`src/common/tlk_defines.svh`:
```
// Offsets, field positions, reset values and codes of the lockout block
`ifndef TLK_DEFINES_SVH
`define TLK_DEFINES_SVH

// ----------------------------------------
// Register byte offsets
// ----------------------------------------
`define TLK_OFS_CTRL      8'h00
`define TLK_OFS_STATUS    8'h04
`define TLK_OFS_LOCK_RST  8'h08
`define TLK_OFS_CNT_CLR   8'h0C
`define TLK_OFS_CNT0      8'h10
`define TLK_OFS_CNT1      8'h14
`define TLK_OFS_CNT2      8'h18
`define TLK_OFS_CNT3      8'h1C
`define TLK_OFS_SHOTS     8'h20

// ----------------------------------------
// Fields, codes and reset values
// ----------------------------------------
`define TLK_BIT_EN        0
`define TLK_BIT_RST_REQ   0
`define TLK_CLR_TRIPS     32'h0000_0001
`define TLK_CLR_SHOTS     32'h0000_0002
`define TLK_CTRL_RST      1'b0
`define TLK_CNT_MAX       16'hFFFF
`define TLK_CNT_ONE       16'h0001
`define TLK_CNT_ZERO      16'h0000
`define TLK_ZERO32        32'h0000_0000

`endif

```
`src/common/tlk_pkg.sv`:
```
// Types shared by the lockout and trip counter block
package tlk_pkg;

  // ----------------------------------------
  // Sizes
  // ----------------------------------------
  localparam int TLK_CW = 16;
  localparam int TLK_NCNT = 4;

  typedef logic [TLK_NCNT-1:0][TLK_CW-1:0] tlk_cnt_t;
  typedef logic [1:0] tlk_idx_t;

  // ----------------------------------------
  // Control states
  // ----------------------------------------
  typedef enum logic [3:0] {
    ST_W1   = 4'b0001,
    ST_W2   = 4'b0010,
    ST_LOAD = 4'b0100,
    ST_RUN  = 4'b1000
  } tlk_state_e;

  typedef struct packed {
    tlk_state_e st;
    logic ext_s1;
    logic ext_s2;
    logic dir_s1;
    logic dir_s2;
    logic bat_s1;
    logic bat_s2;
    logic lock_en;
    logic latch;
    logic contact;
    logic seq_act;
    tlk_idx_t first;
    logic [TLK_CW-1:0] shots;
    logic [31:0] prdata;
    logic pready;
    logic pslverr;
    logic nv_wr;
    logic cnt_inc;
    tlk_idx_t cnt_sel;
    logic cnt_clr;
  } tlk_top_s;

  typedef struct packed {
    tlk_cnt_t cnt;
  } tlk_bank_s;

endpackage : tlk_pkg

```
`src/design/tlk_cnt_bank.sv`:
```
// Non-volatile trip counter bank: load, increment with wrap, clear
`include "tlk_defines.svh"

module tlk_cnt_bank (
  // Clock and reset
  input wire logic clk,
  input wire logic rst,
  // Control
  input wire logic load,
  input wire tlk_pkg::tlk_cnt_t load_data,
  input wire logic inc,
  input wire tlk_pkg::tlk_idx_t inc_sel,
  input wire logic clr,
  // Counts
  output tlk_pkg::tlk_cnt_t counts
);
  import tlk_pkg::*;

  tlk_bank_s s_reg;
  tlk_bank_s s_next;

  always_comb begin
    s_next = s_reg;
    if (load) begin
      s_next.cnt = load_data;
    end
    if (clr) begin
      s_next.cnt = '0;
    end
    if (inc) begin
      // Plain add wraps from max to zero
      s_next.cnt[inc_sel] = s_next.cnt[inc_sel] + `TLK_CNT_ONE;
    end
  end

  always_ff @(posedge clk) begin
    if (rst) begin
      s_reg <= '0;
    end else begin
      s_reg <= s_next;
    end
  end

  assign counts = s_reg.cnt;

  chk_inc_by_one: assert property (@(posedge clk) disable iff (rst)
    inc && !clr && !load |=>
      s_reg.cnt[$past(inc_sel)] == $past(s_reg.cnt[inc_sel]) + `TLK_CNT_ONE)
    else $error("counter did not rise by one");

  chk_wrap_zero: assert property (@(posedge clk) disable iff (rst)
    inc && !clr && !load && s_reg.cnt[inc_sel] == `TLK_CNT_MAX |=>
      s_reg.cnt[$past(inc_sel)] == `TLK_CNT_ZERO)
    else $error("counter did not wrap to zero");

endmodule : tlk_cnt_bank

```
`src/design/tlk_top.sv`:
```
// Trip lockout latch, lockout contact drive and trip counters over APB
`include "tlk_defines.svh"

// Function
// - Lockout enabled and no trip: lockout contact driven closed.
// - Any routed signal opens the contact, which then latches open.
// - External lockout digital input also sets the lockout latch.
// - Reset from input, panel or parameter; ignored while source active.
// - With charged battery, lockout state is restored after power returns.
// - Without battery, lockout comes up set with contact open.
// - The first stage trip of a fault sequence raises its counter by exactly one; the non-overcurrent stages share counter 3.
// - Four counters: three overcurrent stages, one shared for the rest.
// - Counter values kept in non-volatile storage across power loss.
// - Counters readable by panel and parameters, clearable by a parameter.
// - A counter at maximum wraps to zero on next increment.
// - Within one fault sequence only the first tripping stage counts.
// - Clear code 1 erases trip counts, code 2 erases reclose shots.
// - Master reset leaves the non-volatile trip counters unchanged.
module tlk_top #(
  parameter int NOTHER = 4
) (
  // Clock and reset
  input wire logic clk,
  input wire logic rst,
  // APB slave
  input wire logic psel,
  input wire logic penable,
  input wire logic pwrite,
  input wire logic [7:0] paddr,
  input wire logic [31:0] pwdata,
  output logic [31:0] prdata,
  output logic pready,
  output logic pslverr,
  // Protection stages, same clock
  input wire logic [2:0] trip_ovc,
  input wire logic [NOTHER-1:0] trip_other,
  input wire logic routed_lockout,
  input wire logic panel_reset,
  input wire logic master_reset,
  input wire logic ar_shot,
  // Digital inputs and battery pin
  input wire logic ext_lockout_in,
  input wire logic di_reset_in,
  input wire logic battery_ok_in,
  // Battery backed and non-volatile store
  input wire logic nv_lock_restore,
  input wire tlk_pkg::tlk_cnt_t nv_cnt_restore,
  output tlk_pkg::tlk_cnt_t nv_cnt_save,
  output logic nv_cnt_wr,
  output logic nv_lock_save,
  // Lockout output contact
  output logic lockout_power_output
);
  import tlk_pkg::*;

  // ----------------------------------------
  // Helpers
  // ----------------------------------------
  function automatic tlk_idx_t first_idx(input logic [3:0] v);
    tlk_idx_t r;
    r = 2'd3;
    for (int i = 3; i >= 0; i--) begin
      if (v[i]) begin
        r = i[1:0];
      end
    end
    return r;
  endfunction : first_idx

  function automatic logic [31:0] cnt_word(input tlk_cnt_t c,
                                           input tlk_idx_t i);
    logic [31:0] w;
    w = `TLK_ZERO32;
    w[TLK_CW-1:0] = c[i];
    return w;
  endfunction : cnt_word

  tlk_top_s s_reg;
  tlk_top_s s_next;
  tlk_cnt_t counts;
  logic [3:0] trips;
  logic src_act;
  logic rst_req;
  logic wr_acc;
  logic setup;
  logic run;

  assign trips = {|trip_other, trip_ovc};
  assign src_act = routed_lockout | s_reg.ext_s2;
  assign setup = psel && !penable;
  assign wr_acc = psel && penable && s_reg.pready && pwrite;
  assign run = s_reg.st == ST_RUN;
  assign rst_req = panel_reset || s_reg.dir_s2 ||
    (wr_acc && paddr == `TLK_OFS_LOCK_RST && pwdata[`TLK_BIT_RST_REQ]);

  // ----------------------------------------
  // Next state
  // ----------------------------------------
  always_comb begin
    s_next = s_reg;
    s_next.ext_s1 = ext_lockout_in;
    s_next.ext_s2 = s_reg.ext_s1;
    s_next.dir_s1 = di_reset_in;
    s_next.dir_s2 = s_reg.dir_s1;
    s_next.bat_s1 = battery_ok_in;
    s_next.bat_s2 = s_reg.bat_s1;
    s_next.cnt_inc = 1'b0;
    s_next.cnt_clr = 1'b0;
    s_next.nv_wr = s_reg.cnt_inc || s_reg.cnt_clr;
    case (s_reg.st)
      ST_W1: begin
        s_next.st = ST_W2;
      end
      ST_W2: begin
        s_next.st = ST_LOAD;
      end
      ST_LOAD: begin
        // Battery decides between restore and forced lockout
        if (s_reg.bat_s2) begin
          s_next.latch = nv_lock_restore;
        end else begin
          s_next.latch = 1'b1;
        end
        s_next.st = ST_RUN;
      end
      ST_RUN: begin
        // Clear loses against a set in the same cycle
        if (rst_req && !src_act) begin
          s_next.latch = 1'b0;
        end
        if (s_reg.lock_en && src_act) begin
          s_next.latch = 1'b1;
        end
        if (|trips && !s_reg.seq_act) begin
          s_next.seq_act = 1'b1;
          s_next.first = first_idx(trips);
          s_next.cnt_inc = 1'b1;
          s_next.cnt_sel = first_idx(trips);
        end
        if (!(|trips)) begin
          s_next.seq_act = 1'b0;
        end
      end
      default: begin
        s_next.st = ST_W1;
      end
    endcase
    // Master reset clears the memorized first stage only
    if (master_reset) begin
      s_next.first = 2'd0;
    end
    if (ar_shot) begin
      s_next.shots = s_reg.shots + `TLK_CNT_ONE;
    end
    s_next.contact = run && s_reg.lock_en && !s_next.latch;
    // APB: answer in the access cycle after setup
    s_next.pready = setup;
    if (setup) begin
      s_next.pslverr = 1'b0;
      s_next.prdata = `TLK_ZERO32;
      case (paddr)
        `TLK_OFS_CTRL: begin
          s_next.prdata[`TLK_BIT_EN] = s_reg.lock_en;
        end
        `TLK_OFS_STATUS: begin
          s_next.prdata[5:0] = {s_reg.first, s_reg.seq_act,
                                s_reg.bat_s2, s_reg.contact, s_reg.latch};
        end
        `TLK_OFS_LOCK_RST: begin
        end
        `TLK_OFS_CNT_CLR: begin
        end
        `TLK_OFS_CNT0: begin
          s_next.prdata = cnt_word(counts, 2'd0);
        end
        `TLK_OFS_CNT1: begin
          s_next.prdata = cnt_word(counts, 2'd1);
        end
        `TLK_OFS_CNT2: begin
          s_next.prdata = cnt_word(counts, 2'd2);
        end
        `TLK_OFS_CNT3: begin
          s_next.prdata = cnt_word(counts, 2'd3);
        end
        `TLK_OFS_SHOTS: begin
          s_next.prdata[TLK_CW-1:0] = s_reg.shots;
        end
        default: begin
          s_next.pslverr = 1'b1;
        end
      endcase
    end
    if (wr_acc && paddr == `TLK_OFS_CTRL) begin
      s_next.lock_en = pwdata[`TLK_BIT_EN];
    end
    if (wr_acc && paddr == `TLK_OFS_CNT_CLR) begin
      if (pwdata == `TLK_CLR_TRIPS) begin
        s_next.cnt_clr = 1'b1;
      end
      if (pwdata == `TLK_CLR_SHOTS) begin
        // A shot in the clearing cycle still counts
        s_next.shots = ar_shot ? `TLK_CNT_ONE : `TLK_CNT_ZERO;
      end
    end
  end

  always_ff @(posedge clk) begin
    if (rst) begin
      s_reg <= '0;
      s_reg.st <= ST_W1;
      s_reg.lock_en <= `TLK_CTRL_RST;
      s_reg.latch <= 1'b1;
    end else begin
      s_reg <= s_next;
    end
  end

  // ----------------------------------------
  // Counter bank
  // ----------------------------------------
  tlk_cnt_bank u_bank (
    .clk(clk),
    .rst(rst),
    .load(s_reg.st == ST_LOAD),
    .load_data(nv_cnt_restore),
    .inc(s_reg.cnt_inc),
    .inc_sel(s_reg.cnt_sel),
    .clr(s_reg.cnt_clr),
    .counts(counts)
  );

  assign prdata = s_reg.prdata;
  assign pready = s_reg.pready;
  assign pslverr = s_reg.pslverr;
  assign nv_cnt_save = counts;
  assign nv_cnt_wr = s_reg.nv_wr;
  assign nv_lock_save = s_reg.latch;
  assign lockout_power_output = s_reg.contact;

  // ----------------------------------------
  // Checks
  // ----------------------------------------
  chk_contact_opens: assert property (@(posedge clk) disable iff (rst)
    run && s_reg.lock_en && routed_lockout |=> !lockout_power_output
      && s_reg.latch)
    else $error("routed signal did not open and latch");

  chk_contact_closed: assert property (@(posedge clk) disable iff (rst)
    run && s_reg.lock_en && !s_reg.latch && !src_act |=>
      lockout_power_output)
    else $error("contact not closed without trip");

  chk_ext_sets: assert property (@(posedge clk) disable iff (rst)
    run && s_reg.lock_en && s_reg.ext_s2 |=> s_reg.latch)
    else $error("external input did not set lockout");

  chk_reset_held: assert property (@(posedge clk) disable iff (rst)
    run && s_reg.latch && src_act |=> s_reg.latch)
    else $error("reset accepted while source active");

  chk_reset_clears: assert property (@(posedge clk) disable iff (rst)
    run && s_reg.latch && rst_req && !src_act |=> !s_reg.latch)
    else $error("reset request did not clear lockout");

  chk_bat_restore: assert property (@(posedge clk) disable iff (rst)
    s_reg.st == ST_LOAD && s_reg.bat_s2 |=>
      s_reg.latch == $past(nv_lock_restore))
    else $error("lockout not restored with battery");

  chk_nobat_lock: assert property (@(posedge clk) disable iff (rst)
    s_reg.st == ST_LOAD && !s_reg.bat_s2 |=> s_reg.latch &&
      !lockout_power_output)
    else $error("lockout not forced without battery");

  chk_first_only: assert property (@(posedge clk) disable iff (rst)
    s_reg.seq_act && $past(s_reg.seq_act) |-> !s_reg.cnt_inc)
    else $error("second count in one fault sequence");

  chk_seq_end: assert property (@(posedge clk) disable iff (rst)
    run && s_reg.seq_act && !(|trips) |=> !s_reg.seq_act)
    else $error("sequence did not end");

  chk_clr_code: assert property (@(posedge clk) disable iff (rst)
    wr_acc && paddr == `TLK_OFS_CNT_CLR && pwdata == `TLK_CLR_TRIPS
      |=> s_reg.cnt_clr ##1 counts == '0)
    else $error("clear code did not erase counts");

  chk_master_keep: assert property (@(posedge clk) disable iff (rst)
    run && master_reset && !s_reg.cnt_inc && !s_reg.cnt_clr |=>
      $stable(counts))
    else $error("master reset changed counters");

endmodule : tlk_top

```
`config.mk`:
```
export PLATFORM = sky130hd
export DESIGN_NAME = tlk_top
export DESIGN_NICKNAME = d
export VERILOG_FILES = /design/src/common/tlk_pkg.sv /design/src/design/tlk_cnt_bank.sv /design/src/design/tlk_top.sv
export VERILOG_INCLUDE_DIRS = /design/src /design/src/common
export SDC_FILE = /design/constraint.sdc
export NUM_CORES = 1
export LEC_CHECK = 0
export ABC_CLOCK_PERIOD_IN_PS = 8680
export BUFFER_PORTS_ARGS = -buffer_cell sky130_fd_sc_hd__buf_4
export CAP_MARGIN = 20
export CORE_MARGIN = 3
export CORE_UTILIZATION = 40
export CTS_CLUSTER_DIAMETER = 100
export CTS_CLUSTER_SIZE = 16
export DETAILED_ROUTE_END_ITERATION = 10
export SLEW_MARGIN = 20
export SYNTH_ARGS = -nofsm -noshare
export SYNTH_HDL_FRONTEND = slang
export SYNTH_SLANG_ARGS = --single-unit
```
`constraint.sdc`:
```
create_clock -name clk -period 8.68 [get_ports clk]
set_clock_uncertainty 0.1 [all_clocks]
set_input_delay 0.868 -clock clk [delete_from_list [all_inputs] [get_ports clk]]
set_output_delay 0.868 -clock clk [all_outputs]
set_load 0.005 [all_outputs]
```
Yosys cells after proc, flatten, opt, wreduce, memory -nomap -nowiden
Index checks and enable logic that the tools add are counted.
{ "word_totals": {"register_bits": 119, "in_bits": 124, "output_inout_bits": 101} }
{ "op_classes": {"add_sub_neg": 2, "magnitude_cmp": 2, "n_eq_ne": 15, "muxes": 28, "bitwise_logic": 3, "n_reduce_logical": 29} }
{ "ops": {"columns": ["operator", "count"], "rows": [
  ["$mux W64", 3],
  ["$mux W16", 5],
  ["$bwmux W64", 1],
  ["$pmux W10 S5", 1],
  ["$add A16 B1 Y16 const B", 2],
  ["$bmux W16 S2", 1],
  ["$demux W16 S2", 1],
  ["$eq A32 B1 Y1 const B", 1],
  ["$eq A32 B2 Y1 const B", 1],
  ["$eq A8 B5 Y1 const B", 4],
  ["$pmux W5 S6", 1],
  ["$eq A8 B4 Y1 const B", 2],
  ["$pmux W4 S4", 1],
  ["$logic_and A1 B1 Y1", 14],
  ["$reduce_or A9 Y1", 1],
  ["$eq A8 B3 Y1 const B", 1],
  ["$eq A8 B6 Y1 const B", 1],
  ["$logic_not A8 Y1", 1],
  ["$mux W1", 8],
  ["$pmux W1 S7", 1],
  ["$reduce_or A7 Y1", 1],
  ["$mux W3", 2],
  ["$reduce_or A2 Y1", 3],
  ["$eq A4 B1 Y1 const B", 1],
  ["other kinds (13)", 21]
]} }

Logic depth before layout (Yosys ltp)
Gate-level depths: netlist of the first run.
{ "depth": {"word_depth": 12, "mapped_depth": 11, "ltp_nobuf": 9} }

Cells and area by module
From an unflattened synthesis of the first run, not the netlist that was laid out.
{ "hier_totals": {"hier_cells": 864, "area_unflattened_um2": 7387.1} }
{ "modules_own_cells": {"columns": ["mod", "n_inst", "cells_each", "area_each_um2", "seq_area_each_um2"], "rows": [
  ["tlk_cnt_bank", 1, 487, 4211.5, 1281.2],
  ["tlk_top", 1, 377, 3175.5, 1101.1]
]} }

Least setup slack after synthesis of the first run
No wires, ideal clock.
{ "synth_timing": {"path_kind": "register to register", "from": "reg s_reg[70] (netlist bit)", "to": "reg u_bank.s_reg (netlist bit u_bank.counts[15])", "setup_time_ns": 0.123, "t_arrival_ns": 2.992, "required_time_ns": 8.457, "path_slack_ns": 5.465, "path_stages_with_launch": 10, "path_buffers": 2, "period_less_slack_ns": 3.215, "path_cell_list": "dfxtp_1 or4b_1 buf_6 buf_8 mux2i_1 mux4_1 nor4_4 nand4_1 nor3_1 mux2_1"} }
{ "synth_between": {"elab_chain_cells": 8} }
{ "synth_lines": {"columns": ["item", "line_no", "rtl"], "rows": [
  ["start, declared", "tlk_top.sv:78", "tlk_top_s s_reg;"],
  ["start signal, assigned", "tlk_top.sv:214", "s_reg <= s_next;"],
  ["$eq A4 B3 Y1 (*)", "tlk_top.sv:224", ".load(s_reg.st == ST_LOAD),"],
  ["$mux W64 (*)", "tlk_cnt_bank.sv:24", "if (load) begin"],
  ["$mux W64 (*)", "tlk_cnt_bank.sv:27", "if (clr) begin"],
  ["$bmux W16 S2", "tlk_cnt_bank.sv:32", "s_next.cnt[inc_sel] = s_next.cnt[inc_sel] + `TLK_CNT_ONE;"],
  ["$mux W16 (not written as such)", "tlk_cnt_bank.sv:32", null],
  ["$add A16 B1 Y16 (no line)", null, null],
  ["$bwmux W64 (no line)", null, null],
  ["$mux W64 (*)", "tlk_cnt_bank.sv:30", "if (inc) begin"],
  ["end signal, assigned", "tlk_cnt_bank.sv:40", "s_reg <= s_next;"],
  ["end, declared", "tlk_cnt_bank.sv:19", "tlk_bank_s s_reg;"]
]} }
Every way passes the cells marked *; elsewhere a longest branch is shown, timed or not. The select of a mux whose other input is x is not followed.
A chain may end at the register's enable or synchronous reset.

Worst setup path in the final report of the first run
{ "layout_timing": {"from": "reg s_reg[70] (netlist bit)", "to": "reg u_bank.s_reg (netlist bit u_bank.counts[45])"} }
Same word-level chain as after synthesis.

==> results of run 1 <==
[area by class of cell]
| type | instances | area [sq um] |
|---|---|---|
| Inverter | 3 | 11.3 |
| Fill cell | 1706 | 8210 |
| Clock buffer | 23 | 498 |
| Sequential cell | 119 | 2380 |
| Timing Repair Buffer | 220 | 1650 |
| Clock inverter | 8 | 71.3 |
| Tap cell | 225 | 282 |
| Multi-Input combinational cell | 675 | 4490 |
[critical path, stage by stage (launching register included)]
cell      delay (ns)
dfxtp_1         0.34
or4b_4          0.77
buf_4           0.43
mux2i_1         0.20
mux4_1          0.61
nor4_4          0.54
nand3_1         0.52
or3_4           0.53
a311oi_1        0.27
[layout by cell type, fill, tap and decap left out, types with 9 or more instances in the layout]
master     instances
xor2_1            14
nand3_1           12
nand2_1          133
a22oi_1           25
conb_1            16
a211oi_1          20
dfxtp_1          118
buf_4            220
clkbuf_16         17
a221oi_1          15
a311oi_1           9
a21oi_1           15
nor3_1            17
nand4_1           10
nor4_1            13
nor2_1           114
nor2b_1           12
o21ai_0           20
mux4_1            11
nand2b_1          23
o22ai_1           19
mux2i_1           69
[through the flow]
stage	util (%)	instances
after floorplan	-	889
after global placement	50.1	1242
after detailed placement	50.1	1242
after CTS	53.4	1273
after global routing	53.4	1273
final	53.4	1273
[metal layers]
metal | track usage, % | share of wire (%) | vias up
met1 | 34.6 | 42 | 3467
met3 | 5.86 | 8.8 | 45
li1 | - | - | 3445
met4 | 8.23 | 2.2 | 0
met2 | 40.3 | 47 | 347
met5 | 0 | 0 | -
[path summary, 6_finish.rpt]
kind / slack (ns) / endpoint / start / depth (start not counted)
max: 4.24 / u_bank.counts[45] / s_reg[70] / 8
min: 0.33 / s_reg[65] / s_next[65] / 1
max reg2reg: 4.24 / u_bank.counts[45] / s_reg[70] / 8
min reg2reg: 0.33 / s_reg[65] / s_next[65] / 1
[synth_stat cells, types with 11 or more instances]
cell type  instances  area, sq um
a221oi_1          15          131
xor2_1            14          123
mux2i_1           69          691
nand2_1          133          499
nor2_1           114          428
nand3_1           12         60.1
nand2b_1          23          144
clkbuf_1          40          150
a21oi_1           15         75.1
nor4_1            13         81.3
nor2b_1           13         81.3
dfxtp_1          119         2380
nor3_1            17         85.1
o21ai_0           20          100
a22oi_1           25          188
mux4_1            11          289
a211oi_1          20          150
o22ai_1           19          119
buf_4             35          263
[kinds of logic after synthesis]
logic type | Yosys count
AOI/OAI and AO/OA | 155
xor gates and xnor gates | 23
adders and majority gates | 2
buffers and inverters | 95
DFF | 119
muxes | 91
other | 1
and+or+nand+nor | 388
[power by group through the flow]
stage,clock network [mW],logic [mW],registers [mW]
floorplan,0,0.0724,0.581
global placement,0,0.136,0.585
detailed placement,0,0.137,0.585
CTS,0.687,0.137,0.573
global route,0.716,0.149,0.575
finish,0.681,0.137,0.574
==> metrics.md, run 1 <==
| Metric | Value |
|---|---|
| Status | finished, final reports clean |
| Design Power | 1.39 mW |
| Max Fclk | 225 MHz |
| Crit Path Max Fanout | 40 |
| Mux contribution to synthesized area | 15.8% |
| Xor-xnor portion of the synthesized cell area | 2.85% |
| Worst-skew pair later-pin latency | approximately 0.42 ns |
| Synth unique cells | 68 |
| Layout cells sized above 1 | 26.7% |
| Hold buffers post-CTS | 0 |
| Nets | 1162 |
| Overflow after GRT | 0 |
| Area grow syn2layout | 28.0% |
| Post-Syn Area | 7340 sq um |
| Pre-CTS setup slack | 4.32 ns |
| # DRC | 0 |
| Vias in the first global route | 6873 |
| Final WS setup | 4.24 ns |
| Cell Pwr Density | 148 nW/um^2 |
| Die area | 20000 sq um |
| Worst-Margin Slew | 1.00 ns |
| Max cap viols | 0 |
| Compound-Gate Fraction of Synth Area | 15.5% |
| All-Layer GR Usage | 25.5% |
| Fin area | 9390 sq um |
| # IOs | 225 |
| Hold Fails Final Rpt | 0 |
| CTS Buf Count | 17 |
| Syn Area/Cell | 8.39 sq um |
| Initial antenna violation count | 0 |
| Combinational share of power | around a tenth |
| Post-placement cell area | 8820 sq um |
| DRT iter0 DRCs | roughly 640 |
| Number of synthesized flops with an enable pin | 0 |
| Critical setup path kind | flop to flop |
| P_sw | about 0.33 mW |
| Synth warn | 0 |
| Flop pwr share | 41.2% |
| Die X | 141 microns |
| Setup crit end kind | flop |
| Clock tree buffer depth | 2 |
| Worst Setup Start Kind | flop |
| Placed wire-length estimate | 18.9 mm |
| CTS sink cnt | 119 |
| Maximum VDD drop | 138 uV |
| Largest net degree at the start of global routing | 88 |
| Gpl congestion | between 0.9 and 1 |
| Initial Util | 41.7% |
| RSZ-0062 raised after global routing | false |
| Switching share of power | approximately a quarter |
| Clock-pin slew on the worst setup and hold paths | 0.05 ns |
| Clock tree from TritonCTS | yes |
| Fin crit period | 4.44 ns |
| Core area | 17600 sq um |
| Max reg flops | 64 |
| Die H | 141 microns |
| Clock share of power | 48.9% |
| Final worst-path cycle share | 51.1% |
| H-tree Lvls | 4 |
| Avg Vias per Cell | 5.74 |
| Seq/Total Area, Yosys | 32.5% |
| CTS root buf | clkbuf_16 |
| Row cnt | 48 |
| Synth Flop Type | dfxtp_1 |
| Slew Limit Fails | 0 |
| Post-DR wirelength/cell | between 20 and 25 microns |
| DR vias | 7304 |
| Worst EP arrival | 4.66 ns |
| Ant diodes | 0 |
| PortBufs | 208 |
| HP Class | flop to flop |
| Final setup vio count | 0 |
| Final wirelength | 26.2 mm |
| Normalized max-slew margin | between 30 and 40% |
| Worst path required time | just under 9 ns |
| First-pass GRT wire length | slightly below 40 mm |
| Initial DRT Pass Iterations | 5 |
| Simple-gate portion of the synthesized area | 25.8% |
| Hold slack | around 0.33 ns |
| Final ANT Viol Nets | 0 |
| Setup TNS | 0 ns |
| Main combinational cell family by area after synthesis | simple AND/OR/NAND/NOR gates |
| Pint | 1.06 mW |
| Cells after Synth | between 800 and 900 |
| FF+latch count, synth | 119 |
| Setup bufs post-CTS | 0 |
| LEAKAGE | 4.04 nW |
| Synth Area in Adders | less than 1% |
| FFs w/ async S/R, synth | 0% |
| Resize count post-CTS | 0 |
(Power assumes the default switching activity.)
==> inputs of run 2 (changes only) <==
ABC_CLOCK_PERIOD_IN_PS = 4600   (was 8680)
clock period = 4.6 ns   (was 8.68 ns; I/O delays follow)
==> metrics.md, run 2 (synthesis gave the netlist of run 1 again) <==
| Metric | Value |
|---|---|
| Vias in the first global route | 6865 |
| Critical setup path kind | flop to flop |
| Worst-skew pair later-pin latency | 0.42 ns |
| CP delay by family, top | simple AND/OR/NAND/NOR gates |
| Largest net degree at the start of global routing | 88 |
| Gpl congestion | 0.892 |
| Setup TNS | 0 ns |
| Worst EP arrival | between 4 and 5 ns |
| Ant diodes | 0 |
| Initial DRT Pass Iterations | 7 |
| Crit Path Max Fanout | 45 |
| Setup crit end kind | flop |
| Placed wire-length estimate | 19.2 mm |
| R2R cell count | 8 |
| H-tree Lvls | 4 |
| Worst Setup Start Kind | flop |
| CTS sink cnt | 119 |
| DR vias | approximately 7300 |
| CP Cell Sequence | or4b_4 > buf_4 > mux2i_1 > mux2i_1 > a21oi_1 > nand4b_1 > nor3_1 > mux2_1 |
| First-pass GRT wire length | 39.2 mm |
| Hold Fails Final Rpt | 0 |
| Cell Pwr Density | 290 nW/um^2 |
| Final wirelength | 26.1 mm |
| Hold Crit Endpoint | s_reg[55] |
| HP Class | input port to flop |
| Max reg flops | 64 |
| Overflow after GRT | 0 |
| Hold path depth | 2 |
| Normalized max-slew margin | between 30% and 40% |
| Cell mode on critical path | mux2i_1 |
| Layout cells sized above 1 | 26.9% |
| Area grow syn2layout | 29.1% |
| Worst-Margin Slew | roughly 0.97 ns |
| Core area | 17600 sq um |
| WP buf/inv | 1 |
| R2R Setup Slk | 0.75 ns |
| Resize count post-CTS | 0 |
| Row cnt | 48 |
| Maximum VDD drop | 266 uV |
| Hold Crit Start | master_reset |
| RR Endpoint | u_bank.counts[15] |
| Slew Limit Fails | 0 |
| # DRC | 0 |
| Design Power | ~2.7 mW |
| Avg Vias per Cell | 5.73 |
| Final setup vio count | 0 |
| Fillers | 1679 |
| CTS root buf | clkbuf_16 |
| Die X | 141 microns |
| Clock-pin slew on the worst setup and hold paths | 0.05 ns |
| Clock tree buffer depth | 2 |
| Final ANT Viol Nets | 0 |
| Max cap viols | 0 |
| FF+latch area | 2380 sq um |
| Hold buffers post-CTS | 0 |
| Fin crit period | slightly below 4 ns |
| DRT iter0 DRCs | 639 |
| Clock tree from TritonCTS | yes |
| CP max stage cell | or4b_4 |
| Multi-input logic area | about 4500 sq um |
| Die H | 141 microns |
| LEAKAGE | 4.08 nW |
| PortBufs | 208 |
| Setup bufs post-CTS | 0 |
| Worst path required time | 4.81 ns |
| Final worst-path cycle share | 83.8% |
| Status | finished, final reports clean |
| Initial Util | 41.7% |
| RSZ-0062 raised after global routing | false |
| Post-DR wirelength/cell | approximately 20 microns |
| Most common cell after layout, fill and taps aside | buf_4 |
| # IOs | 225 |
| Slowest Stage Delay on Critical Path | 0.87 ns |
| Die area | 20000 sq um |
| Nets | 1167 |
| Most frequent cells in the layout | 225 x buf_4, 133 x nand2_1, 118 x dfxtp_1 |
| Initial antenna violation count | 0 |
| Max Fclk | 260 MHz |
| Reg-to-reg critical path startpoint | s_reg[70] |
| All-Layer GR Usage | about 25% |
| CTS Buf Count | 17 |
==> run 2: cell type report <==
type | instances | share of cell area (%)
clock buffer | 22 | 4.90
clock inverter | 9 | 1.57
inverter | 3 | 0.119
multi-input combinational | 675 | 47.4
sequential | 119 | 25.2
tap | 225 | 2.97
timing repair buffer | 225 | 17.8
==> run 2: power breakdown <==
part | internal, mW | total [mW] | switching, mW
clock | 0.928 | 1.41 | 0.479
combinational | 0.140 | 0.259 | 0.120
sequential | 1.06 | 1.08 | 0.0254
==> run 2: worst max-delay path by stage <==
stage | slack, ns | start | depth (start not counted) | endpoint
2_1_floorplan | 1.38 | s_reg[70] | 9 | u_bank.counts[15]
3_3_place_gp | 0.90 | s_reg[70] | 8 | u_bank.counts[29]
3_5_place_dp | 0.81 | s_reg[70] | 8 | u_bank.counts[61]
4_1_cts | 0.81 | s_reg[70] | 8 | u_bank.counts[63]
5_1_grt | 0.47 | s_reg[70] | 8 | u_bank.counts[15]
6_report | 0.75 | s_reg[70] | 8 | u_bank.counts[15]
==> run 2: worst register-to-register path, stage by stage, from the launching register on <==
cell	delay, ns
dfxtp_1	0.34
or4b_4	0.87
buf_4	0.34
mux2i_1	0.21
mux2i_1	0.12
a21oi_1	0.81
nand4b_1	0.48
nor3_1	0.14
mux2_1	0.32
==> run 2: per-stage QoR <==
| step | setup slack, ns | std cells | utilization, % | instance area (sq um) | hold WS (ns) |
|---|---|---|---|---|---|
| floorplan | 1.38 | 889 | - | 7390 | 0.314 |
| global placement | 0.899 | 1247 | 50.3 | 8860 | 0.320 |
| detailed placement | 0.815 | 1247 | 50.3 | 8860 | 0.329 |
| CTS | 0.808 | 1278 | 53.8 | 9470 | 0.107 |
| global route | 0.470 | 1278 | 53.8 | 9470 | 0.115 |
| finish | 0.747 | 1278 | 53.8 | 9470 | 0.118 |
==> run 2: layer usage <==
metal	part of all wire (%)	track usage, %
met4	2.5	9.09
met2	45	39.5
met5	0	0
met3	8.6	5.02
met1	43	34.5
